$ cat config.mk
export PLATFORM = sky130hd
export DESIGN_NAME = pdmrx_top
export DESIGN_NICKNAME = d
export VERILOG_FILES = /design/src/hw/pdmrx_pkg.sv /design/src/hw/pdmrx_clkgen.sv /design/src/hw/pdmrx_decim.sv /design/src/hw/pdmrx_top.sv
export VERILOG_INCLUDE_DIRS = /design/src /design/src/hw
export SDC_FILE = /design/constraint.sdc
export NUM_CORES = 2
export LEC_CHECK = 0
export BUFFER_PORTS_ARGS = -buffer_cell sky130_fd_sc_hd__buf_2
export CAP_MARGIN = 20
export CORE_MARGIN = 5
export CORE_UTILIZATION = 55
export CTS_CLUSTER_DIAMETER = 50
export CTS_CLUSTER_SIZE = 25
export DETAILED_ROUTE_END_ITERATION = 8
export GPL_TIMING_DRIVEN = 0
export PLACE_DENSITY = 0.73
export SLEW_MARGIN = 20
export SYNTH_ARGS = -nofsm -noshare
export SYNTH_HDL_FRONTEND = slang
export SYNTH_SLANG_ARGS = --single-unit
$ cat constraint.sdc
create_clock -name pclk -period 14.8 [get_ports pclk]
set_clock_uncertainty 0.05 [all_clocks]
set_input_delay 2.22 -clock pclk [delete_from_list [all_inputs] [get_ports pclk]]
set_output_delay 2.22 -clock pclk [all_outputs]
set_load 0.05 [all_outputs]
$ cat src/hw/pdmrx_defines.svh
// Function
// default: left bit captured on falling mic clock edge, right on rising edge
// edge setting swaps channels: left on rising edge, right on falling edge
// each channel decimated to 16-bit PCM at one sixty-fourth of mic clock rate
// stereo word holds right in [31:16] and left in [15:0]
// mono word holds two left samples, earlier low half, later high half
// sample words are written little-endian
// buffer length counts 16-bit samples; exactly twice that many bytes written
// software programs pointer and length before the start trigger
// stop finishes current frame, then stopped flag after all writes complete
// software waits for stopped flag before issuing another start
// pointer is double-buffered; active address held until its buffer completes
// full buffer raises end flag, continues at new pointer, raises started flag
// end flag also raised when final word after stop is written
// per-channel volume stage, -20 dB to +20 dB in 0.5 dB steps
// software discards roughly the first 50 samples after start
// software points the buffer at data RAM only
// rate field selects mic clock; divider adds no jitter beyond its source
// disconnected pin select leaves that signal off every pad
// pin selection applies only while enabled; otherwise pads follow gpio
// software presets clock pad as output low and data pad as input
// writing 1 to start or stop trigger acts; triggers are write-only, read zero
// 7-bit gain code: 0x00 is -20 dB, 0x28 is 0 dB, 0x50 is +20 dB
// routing bit 0 picks stereo or mono, bit 1 picks left sampling edge
// interrupt high while any enabled event flag is set
`ifndef PDMRX_DEFINES_SVH
`define PDMRX_DEFINES_SVH

`define PDMRX_A_START_TRIG 12'h000
`define PDMRX_A_STOP_TRIG 12'h004
`define PDMRX_A_BEGAN_FLAG 12'h100
`define PDMRX_A_HALTED_FLAG 12'h104
`define PDMRX_A_FULL_FLAG 12'h108
`define PDMRX_A_IRQ_EN 12'h300
`define PDMRX_A_IRQ_EN_SET 12'h304
`define PDMRX_A_IRQ_EN_CLR 12'h308
`define PDMRX_A_MOD_EN 12'h500
`define PDMRX_A_CLK_CTRL 12'h504
`define PDMRX_A_ROUTING 12'h508
`define PDMRX_A_LEFT_VOL 12'h518
`define PDMRX_A_RIGHT_VOL 12'h51C
`define PDMRX_A_CLK_PIN 12'h540
`define PDMRX_A_DATA_PIN 12'h544
`define PDMRX_A_BUF_PTR 12'h560
`define PDMRX_A_BUF_CNT 12'h564

`define PDMRX_GAIN_NOMINAL 7'h28
`define PDMRX_GAIN_HIGHEST 7'h50
`define PDMRX_GAIN_IDX_OFS 7'h08
`define PDMRX_GAIN_STEPS_OCT 7'h0C
`define PDMRX_GAIN_SHIFT 5'h12
`define PDMRX_PIN_RST 32'hFFFFFFFF
`define PDMRX_DIV_RST 8'h18
`define PDMRX_CONNECT_BIT 31
`define PDMRX_MONO_BIT 0
`define PDMRX_EDGE_BIT 1
`define PDMRX_EV_BEGAN 0
`define PDMRX_EV_HALTED 1
`define PDMRX_EV_FULL 2
`define PDMRX_DECIM_LAST 6'h3F
`define PDMRX_CIC_SHIFT 3
`define PDMRX_BE_FULL 4'hF
`define PDMRX_BE_LOW 4'h3
`define PDMRX_WORD_BYTES 32'h4
`define PDMRX_SMP_PER_WORD 16'h2

`endif

$ cat src/hw/pdmrx_pkg.sv
package pdmrx_pkg;
	typedef enum logic [2:0] {
		st_idle = 3'h1,
		st_run = 3'h2,
		st_drain = 3'h4
	} pdmrx_state_t;
endpackage

$ cat src/hw/pdmrx_clkgen.sv
`timescale 1ns/10ps
`include "pdmrx_defines.svh"
// mic clock divider: pure count of pclk, so edges carry only source jitter
module pdmrx_clkgen (
	input wire logic pclk,
	input wire logic presetn,
	input wire logic ce,
	input wire logic run,
	input wire logic [7:0] half_div,
	output logic mclk_ff,
	output logic rise_ff,
	output logic fall_ff
);
	logic [7:0] cnt_ff;
	logic toggle;

	assign toggle = run && (cnt_ff >= half_div);

	always_ff @(posedge pclk or negedge presetn) begin
		if (!presetn) begin
			cnt_ff <= 8'h00;
			mclk_ff <= 1'b0;
			rise_ff <= 1'b0;
			fall_ff <= 1'b0;
		end else if (ce) begin
			rise_ff <= toggle && !mclk_ff;
			fall_ff <= toggle && mclk_ff;
			if (!run) begin
				cnt_ff <= 8'h00;
				mclk_ff <= 1'b0;
			end else if (toggle) begin
				cnt_ff <= 8'h00;
				mclk_ff <= !mclk_ff;
			end else begin
				cnt_ff <= cnt_ff + 8'h01;
			end
		end
	end
endmodule

$ cat src/hw/pdmrx_decim.sv
`timescale 1ns/10ps
`include "pdmrx_defines.svh"
// third-order cic, decimate by 64, then volume in half-decibel steps
module pdmrx_decim #(
	parameter int ACC_W = 20
) (
	input wire logic pclk,
	input wire logic presetn,
	input wire logic ce,
	input wire logic clr,
	input wire logic bit_valid,
	input wire logic bit_in,
	input wire logic [6:0] gain_code,
	output logic smp_valid_ff,
	output logic signed [15:0] smp_ff
);
	logic signed [ACC_W-1:0] i1_ff, i2_ff, i3_ff, d1_ff, d2_ff, d3_ff, c1, c2, c3;
	logic [5:0] cnt_ff;
	logic cic_valid_ff;
	logic signed [15:0] cic_ff;
	logic [6:0] gidx;
	logic signed [33:0] prod;

	function automatic logic signed [15:0] sat16(input logic signed [33:0] v);
		if (v > 34'sh000007FFF)
			sat16 = 16'sh7FFF;
		else if (v < 34'sh3FFFF8000)
			sat16 = 16'sh8000;
		else
			sat16 = v[15:0];
	endfunction

	// 2^(r/12) in q14: one twelfth of an octave is about 0.5 dB
	function automatic logic signed [16:0] step_coef(input logic [6:0] r);
		case (r)
			7'h00: step_coef = 17'sh04000;
			7'h01: step_coef = 17'sh043CE;
			7'h02: step_coef = 17'sh047D6;
			7'h03: step_coef = 17'sh04C1C;
			7'h04: step_coef = 17'sh050A3;
			7'h05: step_coef = 17'sh0556E;
			7'h06: step_coef = 17'sh05A82;
			7'h07: step_coef = 17'sh05FE4;
			7'h08: step_coef = 17'sh06598;
			7'h09: step_coef = 17'sh06BA2;
			7'h0A: step_coef = 17'sh07209;
			default: step_coef = 17'sh078D1;
		endcase
	endfunction

	assign c1 = i3_ff - d1_ff;
	assign c2 = c1 - d2_ff;
	assign c3 = c2 - d3_ff;
	// codes above the top are clamped to +20 dB
	assign gidx = ((gain_code > `PDMRX_GAIN_HIGHEST) ? `PDMRX_GAIN_HIGHEST : gain_code)
		+ `PDMRX_GAIN_IDX_OFS;
	assign prod = 34'(cic_ff) * 34'(step_coef(gidx % `PDMRX_GAIN_STEPS_OCT));

	always_ff @(posedge pclk or negedge presetn) begin
		if (!presetn) begin
			{i1_ff, i2_ff, i3_ff, d1_ff, d2_ff, d3_ff} <= '0;
			cnt_ff <= 6'h00;
			cic_valid_ff <= 1'b0;
			cic_ff <= 16'sh0000;
		end else if (ce) begin
			cic_valid_ff <= 1'b0;
			if (clr) begin
				{i1_ff, i2_ff, i3_ff, d1_ff, d2_ff, d3_ff} <= '0;
				cnt_ff <= 6'h00;
			end else if (bit_valid) begin
				i1_ff <= i1_ff + (bit_in ? ACC_W'(1) : -ACC_W'(1));
				i2_ff <= i2_ff + i1_ff;
				i3_ff <= i3_ff + i2_ff;
				cnt_ff <= cnt_ff + 6'h01;
				if (cnt_ff == `PDMRX_DECIM_LAST) begin
					d1_ff <= i3_ff;
					d2_ff <= c1;
					d3_ff <= c2;
					cic_valid_ff <= 1'b1;
					cic_ff <= sat16(34'(c3 >>> `PDMRX_CIC_SHIFT));
				end
			end
		end
	end

	always_ff @(posedge pclk or negedge presetn) begin
		if (!presetn) begin
			smp_valid_ff <= 1'b0;
			smp_ff <= 16'sh0000;
		end else if (ce) begin
			smp_valid_ff <= cic_valid_ff && !clr;
			if (cic_valid_ff)
				smp_ff <= sat16(prod >>> (`PDMRX_GAIN_SHIFT
					- 5'(gidx / `PDMRX_GAIN_STEPS_OCT)));
		end
	end
endmodule

$ cat src/hw/pdmrx_top.sv
`timescale 1ns/10ps
`include "pdmrx_defines.svh"
module pdmrx_top
	import pdmrx_pkg::*;
#(
	parameter int NPINS = 32,
	parameter int CNT_W = 15
) (
	input wire logic pclk,
	input wire logic presetn,
	input wire logic ce,
	input wire logic psel,
	input wire logic penable,
	input wire logic pwrite,
	input wire logic [11:0] paddr,
	input wire logic [31:0] pwdata,
	output logic [31:0] prdata_ff,
	output logic pready_ff,
	output logic pslverr_ff,
	output logic mem_req_ff,
	output logic [31:0] mem_addr_ff,
	output logic [31:0] mem_wdata_ff,
	output logic [3:0] mem_be_ff,
	input wire logic mem_ack,
	input wire logic [NPINS-1:0] gpio_out,
	input wire logic [NPINS-1:0] gpio_oe,
	input wire logic [NPINS-1:0] pad_in,
	output logic [NPINS-1:0] pad_out_ff,
	output logic [NPINS-1:0] pad_oe_ff,
	output logic irq_ff
);
	pdmrx_state_t state_ff, nxt_state;
	logic en_ff;
	logic [7:0] clk_div_ff;
	logic [1:0] routing_ff;
	logic [6:0] left_vol_ff, right_vol_ff;
	logic [31:0] clk_pin_ff, data_pin_ff, buf_ptr_ff, cur_base_ff;
	logic [CNT_W-1:0] buf_cnt_ff, written_ff, remaining;
	logic [2:0] ev_ff, irq_en_ff, ev_set;
	logic setup, wr, start_go, stop_go, acked, wrap, last_ff;
	logic [NPINS-1:0] pad_s1_ff, pad_s2_ff;
	logic mclk, mrise, mfall, din, left_tick, right_tick;
	logic l_valid, r_valid;
	logic signed [15:0] l_smp, r_smp;
	logic [15:0] lo_ff, hi_ff;
	logic lo_ok_ff, hi_ok_ff, word_done, take_smp, mono;
	logic [32:0] rd_word;

	function automatic logic [32:0] reg_read(input logic [11:0] a);
		case (a)
			`PDMRX_A_START_TRIG, `PDMRX_A_STOP_TRIG: reg_read = {1'b1, 32'h0};
			`PDMRX_A_BEGAN_FLAG: reg_read = {1'b1, 31'h0, ev_ff[`PDMRX_EV_BEGAN]};
			`PDMRX_A_HALTED_FLAG: reg_read = {1'b1, 31'h0, ev_ff[`PDMRX_EV_HALTED]};
			`PDMRX_A_FULL_FLAG: reg_read = {1'b1, 31'h0, ev_ff[`PDMRX_EV_FULL]};
			`PDMRX_A_IRQ_EN, `PDMRX_A_IRQ_EN_SET, `PDMRX_A_IRQ_EN_CLR:
				reg_read = {1'b1, 29'h0, irq_en_ff};
			`PDMRX_A_MOD_EN: reg_read = {1'b1, 31'h0, en_ff};
			`PDMRX_A_CLK_CTRL: reg_read = {1'b1, 24'h0, clk_div_ff};
			`PDMRX_A_ROUTING: reg_read = {1'b1, 30'h0, routing_ff};
			`PDMRX_A_LEFT_VOL: reg_read = {1'b1, 25'h0, left_vol_ff};
			`PDMRX_A_RIGHT_VOL: reg_read = {1'b1, 25'h0, right_vol_ff};
			`PDMRX_A_CLK_PIN: reg_read = {1'b1, clk_pin_ff};
			`PDMRX_A_DATA_PIN: reg_read = {1'b1, data_pin_ff};
			`PDMRX_A_BUF_PTR: reg_read = {1'b1, buf_ptr_ff};
			`PDMRX_A_BUF_CNT: reg_read = {1'b1, (32 - CNT_W)'(0), buf_cnt_ff};
			default: reg_read = 33'h0;
		endcase
	endfunction

	function automatic logic pin_on(input logic en, input logic [31:0] sel, input int i);
		pin_on = en && !sel[`PDMRX_CONNECT_BIT] && (sel[4:0] == 5'(i));
	endfunction

	////////////////////////////////////////////////////////////////////////////////
	// apb slave: no wait states, pready high for exactly one access cycle

	assign setup = psel && !penable;
	assign wr = psel && penable && pready_ff && pwrite;
	always_comb rd_word = reg_read(paddr);

	always_ff @(posedge pclk or negedge presetn) begin
		if (!presetn) begin
			pready_ff <= 1'b0;
			pslverr_ff <= 1'b0;
			prdata_ff <= 32'h0;
		end else if (ce) begin
			pready_ff <= setup;
			pslverr_ff <= setup && !rd_word[32];
			if (setup && !pwrite)
				prdata_ff <= rd_word[31:0];
		end
	end

	always_ff @(posedge pclk or negedge presetn) begin
		if (!presetn) begin
			en_ff <= 1'b0;
			clk_div_ff <= `PDMRX_DIV_RST;
			routing_ff <= 2'h0;
			left_vol_ff <= `PDMRX_GAIN_NOMINAL;
			right_vol_ff <= `PDMRX_GAIN_NOMINAL;
			clk_pin_ff <= `PDMRX_PIN_RST;
			data_pin_ff <= `PDMRX_PIN_RST;
			buf_ptr_ff <= 32'h0;
			buf_cnt_ff <= '0;
		end else if (ce && wr) begin
			case (paddr)
				`PDMRX_A_MOD_EN: en_ff <= pwdata[0];
				`PDMRX_A_CLK_CTRL: clk_div_ff <= pwdata[7:0];
				`PDMRX_A_ROUTING: routing_ff <= pwdata[1:0];
				`PDMRX_A_LEFT_VOL: left_vol_ff <= pwdata[6:0];
				`PDMRX_A_RIGHT_VOL: right_vol_ff <= pwdata[6:0];
				`PDMRX_A_CLK_PIN: clk_pin_ff <= pwdata;
				`PDMRX_A_DATA_PIN: data_pin_ff <= pwdata;
				`PDMRX_A_BUF_PTR: buf_ptr_ff <= pwdata;
				`PDMRX_A_BUF_CNT: buf_cnt_ff <= pwdata[CNT_W-1:0];
				default: ;
			endcase
		end
	end

	always_ff @(posedge pclk or negedge presetn) begin
		if (!presetn) begin
			irq_en_ff <= 3'h0;
		end else if (ce && wr) begin
			case (paddr)
				`PDMRX_A_IRQ_EN: irq_en_ff <= pwdata[2:0];
				`PDMRX_A_IRQ_EN_SET: irq_en_ff <= irq_en_ff | pwdata[2:0];
				`PDMRX_A_IRQ_EN_CLR: irq_en_ff <= irq_en_ff & ~pwdata[2:0];
				default: ;
			endcase
		end
	end

	////////////////////////////////////////////////////////////////////////////////
	// event flags: a hardware set in the same cycle as a software write wins

	always_ff @(posedge pclk or negedge presetn) begin
		if (!presetn) begin
			ev_ff <= 3'h0;
		end else if (ce) begin
			ev_ff[`PDMRX_EV_BEGAN] <= ev_set[`PDMRX_EV_BEGAN] || ((wr && paddr ==
				`PDMRX_A_BEGAN_FLAG) ? pwdata[0] : ev_ff[`PDMRX_EV_BEGAN]);
			ev_ff[`PDMRX_EV_HALTED] <= ev_set[`PDMRX_EV_HALTED] || ((wr && paddr ==
				`PDMRX_A_HALTED_FLAG) ? pwdata[0] : ev_ff[`PDMRX_EV_HALTED]);
			ev_ff[`PDMRX_EV_FULL] <= ev_set[`PDMRX_EV_FULL] || ((wr && paddr ==
				`PDMRX_A_FULL_FLAG) ? pwdata[0] : ev_ff[`PDMRX_EV_FULL]);
		end
	end

	always_ff @(posedge pclk or negedge presetn) begin
		if (!presetn)
			irq_ff <= 1'b0;
		else if (ce)
			irq_ff <= |(ev_ff & irq_en_ff);
	end

	////////////////////////////////////////////////////////////////////////////////
	// acquisition control

	assign start_go = wr && paddr == `PDMRX_A_START_TRIG && pwdata[0]
		&& en_ff && state_ff == st_idle;
	assign stop_go = wr && paddr == `PDMRX_A_STOP_TRIG && pwdata[0]
		&& state_ff == st_run;
	assign acked = mem_req_ff && mem_ack;
	assign remaining = buf_cnt_ff - written_ff;
	assign wrap = acked && !last_ff && remaining <= CNT_W'(`PDMRX_SMP_PER_WORD);
	assign ev_set[`PDMRX_EV_BEGAN] = start_go || wrap;
	assign ev_set[`PDMRX_EV_FULL] = wrap || (acked && last_ff);
	assign ev_set[`PDMRX_EV_HALTED] = acked && last_ff;

	always_comb begin
		nxt_state = state_ff;
		case (state_ff)
			st_idle: if (start_go) nxt_state = st_run;
			st_run: if (stop_go) nxt_state = st_drain;
			st_drain: if (acked && last_ff) nxt_state = st_idle;
			default: nxt_state = st_idle;
		endcase
	end

	always_ff @(posedge pclk or negedge presetn) begin
		if (!presetn)
			state_ff <= st_idle;
		else if (ce)
			state_ff <= nxt_state;
	end

	// the last word is the one in flight at stop, or else the next one built
	always_ff @(posedge pclk or negedge presetn) begin
		if (!presetn)
			last_ff <= 1'b0;
		else if (ce) begin
			if (state_ff == st_idle)
				last_ff <= 1'b0;
			else if ((stop_go && mem_req_ff && !mem_ack) || (state_ff == st_drain && word_done))
				last_ff <= 1'b1;
		end
	end

	always_ff @(posedge pclk or negedge presetn) begin
		if (!presetn) begin
			cur_base_ff <= 32'h0;
			written_ff <= '0;
		end else if (ce) begin
			if (start_go || wrap) begin
				cur_base_ff <= buf_ptr_ff;
				written_ff <= '0;
			end else if (acked) begin
				written_ff <= written_ff + CNT_W'(`PDMRX_SMP_PER_WORD);
			end
		end
	end

	////////////////////////////////////////////////////////////////////////////////
	// pads: two-flop synchronisers, mic clock, channel split

	always_ff @(posedge pclk or negedge presetn) begin
		if (!presetn) begin
			pad_s1_ff <= '0;
			pad_s2_ff <= '0;
		end else if (ce) begin
			pad_s1_ff <= pad_in;
			pad_s2_ff <= pad_s1_ff;
		end
	end

	pdmrx_clkgen u_clkgen (
		.pclk(pclk),
		.presetn(presetn),
		.ce(ce),
		.run(state_ff != st_idle),
		.half_div(clk_div_ff),
		.mclk_ff(mclk),
		.rise_ff(mrise),
		.fall_ff(mfall)
	);

	// the sample taken at an edge is the synchronised level just before it
	assign din = pad_s2_ff[data_pin_ff[4:0]];
	assign mono = routing_ff[`PDMRX_MONO_BIT];
	assign left_tick = routing_ff[`PDMRX_EDGE_BIT] ? mrise : mfall;
	assign right_tick = routing_ff[`PDMRX_EDGE_BIT] ? mfall : mrise;

	pdmrx_decim u_left (
		.pclk(pclk),
		.presetn(presetn),
		.ce(ce),
		.clr(state_ff == st_idle),
		.bit_valid(left_tick),
		.bit_in(din),
		.gain_code(left_vol_ff),
		.smp_valid_ff(l_valid),
		.smp_ff(l_smp)
	);

	pdmrx_decim u_right (
		.pclk(pclk),
		.presetn(presetn),
		.ce(ce),
		.clr(state_ff == st_idle || mono),
		.bit_valid(right_tick),
		.bit_in(din),
		.gain_code(right_vol_ff),
		.smp_valid_ff(r_valid),
		.smp_ff(r_smp)
	);

	////////////////////////////////////////////////////////////////////////////////
	// word assembly and memory write; a word built while one is in flight waits

	assign take_smp = state_ff == st_run || (state_ff == st_drain && !last_ff);
	assign word_done = take_smp && !mem_req_ff && lo_ok_ff
		&& (hi_ok_ff || remaining == CNT_W'(1));

	always_ff @(posedge pclk or negedge presetn) begin
		if (!presetn) begin
			lo_ff <= 16'h0;
			hi_ff <= 16'h0;
			lo_ok_ff <= 1'b0;
			hi_ok_ff <= 1'b0;
		end else if (ce) begin
			if (state_ff == st_idle || word_done) begin
				lo_ok_ff <= 1'b0;
				hi_ok_ff <= 1'b0;
			end else if (take_smp && l_valid && (!mono || !lo_ok_ff)) begin
				lo_ff <= l_smp;
				lo_ok_ff <= 1'b1;
			end else if (take_smp && ((mono && l_valid) || (!mono && r_valid))) begin
				hi_ff <= mono ? l_smp : r_smp;
				hi_ok_ff <= 1'b1;
			end
		end
	end

	always_ff @(posedge pclk or negedge presetn) begin
		if (!presetn) begin
			mem_req_ff <= 1'b0;
			mem_addr_ff <= 32'h0;
			mem_wdata_ff <= 32'h0;
			mem_be_ff <= 4'h0;
		end else if (ce) begin
			if (word_done) begin
				mem_req_ff <= 1'b1;
				mem_addr_ff <= cur_base_ff + {written_ff, 1'b0};
				mem_wdata_ff <= {hi_ff, lo_ff};
				mem_be_ff <= (remaining == CNT_W'(1)) ? `PDMRX_BE_LOW : `PDMRX_BE_FULL;
			end else if (acked) begin
				mem_req_ff <= 1'b0;
			end
		end
	end

	always_ff @(posedge pclk or negedge presetn) begin
		if (!presetn) begin
			pad_out_ff <= '0;
			pad_oe_ff <= '0;
		end else if (ce) begin
			for (int i = 0; i < NPINS; i++) begin
				if (pin_on(en_ff, clk_pin_ff, i)) begin
					pad_out_ff[i] <= mclk;
					pad_oe_ff[i] <= 1'b1;
				end else if (pin_on(en_ff, data_pin_ff, i)) begin
					pad_out_ff[i] <= gpio_out[i];
					pad_oe_ff[i] <= 1'b0;
				end else begin
					pad_out_ff[i] <= gpio_out[i];
					pad_oe_ff[i] <= gpio_oe[i];
				end
			end
		end
	end
endmodule

-- Word-level counts from Yosys, hierarchy flattened
Memories as Yosys holds them, arrays and structs flattened.
Index checks and enable logic that the tools add are counted.
- $add $sub $neg: 22
- $mul: 2
- div/mod/pow operators: 4
- order comparisons: 13
- equal/unequal tests: 90
- shifts and indexed selects: 2
- mux-type cells: 179
- bitwise operators: 8
- reductions and logical operators: 177
- operators with widths (kind ; number):
    $mux 20 ; 31
    $pmux 33 s14 ; 1
    $eq 5x5->1 const B ; 32
    $mux 16 ; 9
    $add 20x20->20 ; 6
    $sub 20x20->20 ; 6
    $mux 1 ; 119
    $eq 12x11->1 const B ; 9
    $logic_and 1x1->1 ; 104
    $eq 5x4->1 const B ; 16
    $gt 34x16->1 const B ; 2
    $lt 34x16->1 const B ; 2
    $sshr 34x5->34 ; 2
    $mul 16x17->33 ; 2
    $reduce_and 2->1 ; 22
    $eq 5x3->1 const B ; 8
    $eq 12x10->1 const B ; 3
    $eq 12x9->1 const B ; 3
    $gt 17x16->1 const B ; 2
    $lt 17x16->1 const B ; 2
    $mux 17 ; 2
    $add 32x16->32 ; 1
    $mux 15 ; 2
    $mux 6 ; 4
    other kinds (43) ; 107
- bits in registers: 790
- bits in read-only memories: 448
- input port bits: 147
- word-level logic and storage cells: 556
- memories: 2
- memories (memory ; words ; bits a word ; read ports ; clocked after Yosys merged registers in ; write ports ; RTL line ; text):
    (name not given) ; 16 ; 14 ; 1 ; 0 ; 0 ; pdmrx_decim.sv:35 ; case (r)
    (name not given) ; 16 ; 14 ; 1 ; 0 ; 0 ; pdmrx_decim.sv:35 ;

-- Depth between registers and ports, before layout
- word-level depth: 11
- depth in mapped cells: 52
- gate-level depth less buffers: 43

-- By module
A second synthesis with hierarchy kept.
- cells, all modules: 7162
- area, all modules: 66687.7 um^2
- modules (own cells, without submodules) (module ; times used ; cells an instance ; area each (um^2)):
    pdmrx_decim at u_right ; 1 ; 2684 ; 22736.8
    pdmrx_decim at u_left ; 1 ; 2625 ; 21921.0
    pdmrx_top ; 1 ; 1767 ; 21270.4
    pdmrx_clkgen ; 1 ; 86 ; 759.5

-- Least setup slack after synthesis
OpenSTA, ideal clock, no wires.
- kind: flip-flop to flip-flop
- start point: register left_vol_ff[5]
- end point: register u_left.smp_ff[14]
- arrival time: 11.338 ns
- data required time: 14.685 ns
- setup slack: 3.347 ns
- cell stages (with the launch flop): 47
- buffers on the path: 8
- clock period less this slack: 11.453 ns
- path through: dfstp_2 buf_6 o21ai_4 nand2_1 clkinv_1 ha_1 buf_6 nor2b_4 a211o_1 a221o_1 o2111ai_1 and4_1 buf_6 buf_2 buf_1 xnor2_1 clkbuf_1 nand2_1 (+11 left out) inv_1 fa_1 ha_1 nand3_1 or2_1 or4_1 a31oi_1 nor2_1 mux2i_1 a21o_1 mux4_2 a21oi_1 a21oi_1 or4_4 o21ai_4 buf_6 a21boi_2 o22a_1
- word-level cells in the longest chain between the ends: 11
- elaborated cells on any way between the ends: 15
- those cells by class: add/sub (2); mul (1); div (2); order compare (3); shift (1); mux (4); reduce/logical (1); memory (1)
- RTL lines (what ; RTL line ; text):
    start, declared ; pdmrx_top.sv:36 ; logic [6:0] left_vol_ff, right_vol_ff;
    start signal, assigned ; pdmrx_top.sv:99 ; left_vol_ff <= `PDMRX_GAIN_NOMINAL;
    start signal, assigned ; pdmrx_top.sv:110 ; `PDMRX_A_LEFT_VOL: left_vol_ff <= pwdata[6:0];
    $gt 7x7->1 (no source line) ; - ;
    $mux 7 * ; pdmrx_decim.sv:55 ; assign gidx = ((gain_code > `PDMRX_GAIN_HIGHEST) ? `PDMRX_GAIN_HIGHEST : gain_code)
    $add 7x4->7 (no source line) * ; - ;
    $mod 7x4->7 (no source line) ; - ;
    $mem_v2 16x14 / $logic_not 3->1 (equally long branches) ; - ;
    $mux 17 ; pdmrx_decim.sv:35 ;
    $mul 16x17->33 ; pdmrx_decim.sv:57 ; assign prod = 34'(cic_ff) * 34'(step_coef(gidx % `PDMRX_GAIN_STEPS_OCT));
    $sshr 34x5->34 * ; pdmrx_decim.sv:93 ; smp_ff <= sat16(prod >>> (`PDMRX_GAIN_SHIFT
    $lt 34x16->1 ; pdmrx_decim.sv:27 ; else if (v < 34'sh3FFFF8000)
    $mux 16 ; pdmrx_decim.sv:27 ;
    $mux 16 * ; pdmrx_decim.sv:25 ; if (v > 34'sh000007FFF)
    end signal, assigned ; pdmrx_decim.sv:93 ;
    end, declared ; pdmrx_decim.sv:15 ; output logic signed [15:0] smp_ff
Every way passes the cells marked *; elsewhere a longest branch is shown, timed or not.
A chain may end at the register's enable or synchronous reset.

-- Final worst setup path
- start point: register right_vol_ff[4]
- end point: register u_right.smp_ff[14]
- word-level cells in the longest chain between the ends: 11
- elaborated cells on any way between the ends: 15
- those cells by class: add/sub (2); mul (1); div (2); order compare (3); shift (1); mux (4); reduce/logical (1); memory (1)
- RTL lines (what ; RTL line ; text):
    start, declared ; pdmrx_top.sv:36 ;
    start signal, assigned ; pdmrx_top.sv:100 ; right_vol_ff <= `PDMRX_GAIN_NOMINAL;
    start signal, assigned ; pdmrx_top.sv:111 ; `PDMRX_A_RIGHT_VOL: right_vol_ff <= pwdata[6:0];
    $gt 7x7->1 (no source line) ; - ;
    $mux 7 * ; pdmrx_decim.sv:55 ;
    $add 7x4->7 (no source line) * ; - ;
    $mod 7x4->7 (no source line) ; - ;
    $mem_v2 16x14 / $logic_not 3->1 (equally long branches) ; - ;
    $mux 17 ; pdmrx_decim.sv:35 ;
    $mul 16x17->33 ; pdmrx_decim.sv:57 ;
    $sshr 34x5->34 * ; pdmrx_decim.sv:93 ;
    $lt 34x16->1 ; pdmrx_decim.sv:27 ;
    $mux 16 ; pdmrx_decim.sv:27 ;
    $mux 16 * ; pdmrx_decim.sv:25 ;
    end signal, assigned ; pdmrx_decim.sv:93 ;
    end, declared ; pdmrx_decim.sv:15 ;
Marks and branches as above.

==> metrics.md <==
| Metric | Value |
|---|---|
| Post-synthesis cell type count | `113` |
| Sinks on the clock net | `787` |
| Syn_area_per_cell | `9.316 µm²` |
| H-tree depth | `3` |
| Number of buffers on the longest clock path | `3` |
| Crit path max-delay family | `compound AO/OA/AOI/OAI gates` |
| TritonCTS clock tree | `yes` |
| Kind of critical path | `reg -> reg` |
| Cell Rows | `126` |
| Setup Total Neg Slack | `0 ns` |
| Ys Warns | `0` |
| Wirelength, routed | `195,900 µm` |
| Routability Congestion | `0.9835` |
| Fraction of the mapped netlist area in adder cells | `0.2151` |
| Max_slew headroom | `0.1985` |
| DP Cell Count | `8,865` |
| Outcome | `completed` |
| Critical Path Max Stage Delay | `0.61 ns` |
| Post-synthesis instance area | `0.06526 mm²` |
| Path category of the worst min-delay check | `reg -> reg` |
| Floorplan die width | `354.5 µm` |
| Critical path data required time | `15.27 ns` |
| Synth Area in Simple Gates | `0.1407` |
| Num CTS Buffers | `88` |
| Final number of hold-violating endpoints | `0` |
| Postcts setup bufs | `0` |
| Fraction of synthesized area in multiplexers | `0.08492` |
| Synthesized net count | `8,050` |
| Core region area | `0.1179 mm²` |
| Post-CTS clock slew at the launch and capture registers of the worst setup and hold paths | `0.07 ns` |
| Non-filler cells, final | `9,054` |
| Cell with the largest stage delay on the worst path | `sky130_fd_sc_hd__fa_1` |
| Largest net degree at the start of global routing | `100` |
| Proportion of layout cells with a drive suffix above 1 | `0.1400` |
| Total of max-cap violations | `0` |
| Post-detailed-route via-to-cell ratio | `6.009` |
| Root buf cell | `sky130_fd_sc_hd__clkbuf_16` |
| Commonest non-fill, non-tap cell in the layout | `sky130_fd_sc_hd__nand2_1` |
| Number of antenna violations at the first check in global routing | `30` |
| Share of the synthesized netlist area taken by xor and xnor gates | `0.03745` |
| Top_reg_cell synth | `sky130_fd_sc_hd__dfrtp_1` |
| Type of element capturing the critical path | `flip-flop` |
| Worst Max-Slew Pin Slew | `1.191 ns` |
| Fraction of registers with async set or reset after synthesis | `1.000` |
| Remaining antenna violation count after routing | `0` |
| Sum of net half-perimeters after detailed placement | `154,300 µm` |
| Design area | `0.07247 mm²` |
| Peak supply drop | `0.1131 mV` |
| CP dominant cell by count | `sky130_fd_sc_hd__fa_1` |
| Compound-gate portion of the synthesized area | `0.1589` |
| Power per cell area | `73.75 mW/mm²` |
| Leakage component of the power | `33.42 nW` |
| Commonest cells after routing, fill and taps aside | `sky130_fd_sc_hd__nand2_1, sky130_fd_sc_hd__dfrtp_1, sky130_fd_sc_hd__inv_1` |
| Final-stage net count | `8,464` |
| Number of iterations in the first detailed-routing pass | `6` |
| Critical Path AT | `14.79 ns` |
| Cell count after synthesis | `7,005` |
| Tmin final | `14.32 ns` |
| CP startpoint kind | `flip-flop` |
| Total of buffers placed on input and output ports | `312` |
| Die area | `0.1256 mm²` |
| Highest net fanout along the worst path | `10` |
| Setup violations, final | `0` |
| Starting DRC count in detailed routing | `4,532` |
| Dominant combinational cell family by area after synthesis | `adder cells` |
| Clock latency reported for the late side of the worst-skew pair | `0.73 ns` |
| Final Slew Violations | `0` |
| Area growth syn-to-layout | `11.06%` |
| Global-route wire length before repair | `309,700 µm` |
| Fin crit share | `0.9677` |
| Vias | `54,407` |
| Remaining design rule violation count | `0` |
| Routed len/inst | `21.64 µm` |
| Hold bufs inserted after CTS | `0` |
| Aggregate global routing overflow | `0` |
| Sequential element share of the synthesized area | `0.3032` |
| Post-synth EDFFs | `0` |
| Area after detailed placement | `0.06908 mm²` |
| Effective utilization at floorplan | `0.5534` |
| Tot GR Track Use | `0.3077` |
| Ports | `315` |
| Number of synthesized register bits | `787` |
| Buffering stage count on the worst path with inverters included | `12` |
| Vias in the first global route | `55,437` |
| Vertical die dimension | `354.5 µm` |
| Achievable Freq | `69.82 MHz` |
| Cells resized by post-CTS repair | `0` |
| Hold_ws | `0.4336 ns` |
## worst reg2reg max path, delay by kind of cell (launching register included)
family          cells  cell delay (ns)
flops               1             0.35
simple gates        8             1.79
fa+ha+maj           8             3.73
mux                 3             1.21
xor+xnor            1             0.21
compound gates     14             4.14
buf+inv            12             2.69
## where the power goes
| group | internal [mW] | total [mW] | switching (mW) | leakage, nW |
|---|---|---|---|---|
| sequential | 2.21 | 2.26 | 0.0448 | 10.2 |
| combinational | 0.214 | 0.677 | 0.463 | 21.7 |
| clock | 1.28 | 2.41 | 1.13 | 1.56 |
| total | 3.71 | 5.34 | 1.64 | 33.4 |
## sequential cells by signal (all words and copies together), names as in the netlist, 32 cells and up
name          cells
buf_ptr_ff       32
clk_pin_ff       32
cur_base_ff      32
data_pin_ff      32
mem_addr_ff      32
mem_wdata_ff     32
pad_oe_ff        32
pad_out_ff       32
pad_s1_ff        32
pad_s2_ff        32
prdata_ff        32
## cell type report
type	count	area, µm²
flip-flops and latches	787	19780
repair buffers	324	1849
fillers	10026	45450
inverters	684	2570
multi-input cells	5210	41700
clock inverters	72	1017
clock buffers	93	2241
well taps	1536	1922
plain buffers	324	1334
diodes	24	60.06
## cells in the mapped netlist, types with 42 or more instances
master	count	area, µm²
sky130_fd_sc_hd__a211oi_1	57	427.9
sky130_fd_sc_hd__a21o_1	72	540.5
sky130_fd_sc_hd__a21oi_1	379	1897
sky130_fd_sc_hd__a22o_1	126	1104
sky130_fd_sc_hd__a31oi_1	72	450.4
sky130_fd_sc_hd__and2_1	156	975.9
sky130_fd_sc_hd__clkbuf_1	269	1010
sky130_fd_sc_hd__dfrtp_1	716	17920
sky130_fd_sc_hd__dfstp_2	71	1866
sky130_fd_sc_hd__fa_1	373	7467
sky130_fd_sc_hd__ha_1	525	6569
sky130_fd_sc_hd__inv_1	675	2534
sky130_fd_sc_hd__mux2_2	329	3705
sky130_fd_sc_hd__mux2i_1	134	1341
sky130_fd_sc_hd__nand2_1	718	2695
sky130_fd_sc_hd__nand2b_1	58	362.9
sky130_fd_sc_hd__nand3_1	134	670.6
sky130_fd_sc_hd__nor2_1	502	1884
sky130_fd_sc_hd__nor2b_1	43	269.0
sky130_fd_sc_hd__nor3_1	144	720.7
sky130_fd_sc_hd__o211ai_1	43	322.8
sky130_fd_sc_hd__o21a_1	42	315.3
sky130_fd_sc_hd__o21ai_0	347	1737
sky130_fd_sc_hd__o21bai_1	57	427.9
sky130_fd_sc_hd__o31ai_1	44	330.3
sky130_fd_sc_hd__or3_1	45	281.5
sky130_fd_sc_hd__xnor2_1	170	1489
sky130_fd_sc_hd__xor2_1	100	875.8
## through the flow
step / setup slack (ns) / power [mW] / utilization
after floorplan: 3.347 / 2.718 / -
after global placement: -5.429 / 2.947 / 0.5829
after detailed placement: 0.4254 / 2.966 / 0.5858
after CTS: 0.3557 / 5.367 / 0.6134
after global routing: -0.003332 / 5.531 / 0.6143
final: 0.4774 / 5.345 / 0.6146
## logic make-up after synthesis
kind of cell	count (synthesis)
AND/OR/NAND/NOR	1987
AO/OA/AOI/OAI	1565
buffers and inverters	1008
adder cells (fa/ha/maj)	898
flip-flops	787
multiplexers	485
XOR/XNOR	274
other	1
## per-layer routing
metal  GRT usage  part of all wire  vias up
li1            -                 -    25164
met1      0.3988              0.41    26842
met2      0.5032              0.46     1894
met3     0.06043             0.072      495
met4      0.1380             0.051       12
met5           0           0.00036        -
## path summary, 6_finish.rpt
kind,startpoint,cells past startpoint,to,slack [ns]
min,mem_addr_ff[10],2,mem_addr_ff[10],0.43
max in group asynchronous,presetn,5,u_left.i3_ff[13],10.98
min reg2reg,mem_addr_ff[10],2,mem_addr_ff[10],0.43
min in group asynchronous,presetn,1,mem_wdata_ff[23],1.47
max reg2reg,right_vol_ff[4],46,u_right.smp_ff[14],0.48
max,right_vol_ff[4],46,u_right.smp_ff[14],0.48
(Power assumes the default switching activity.)
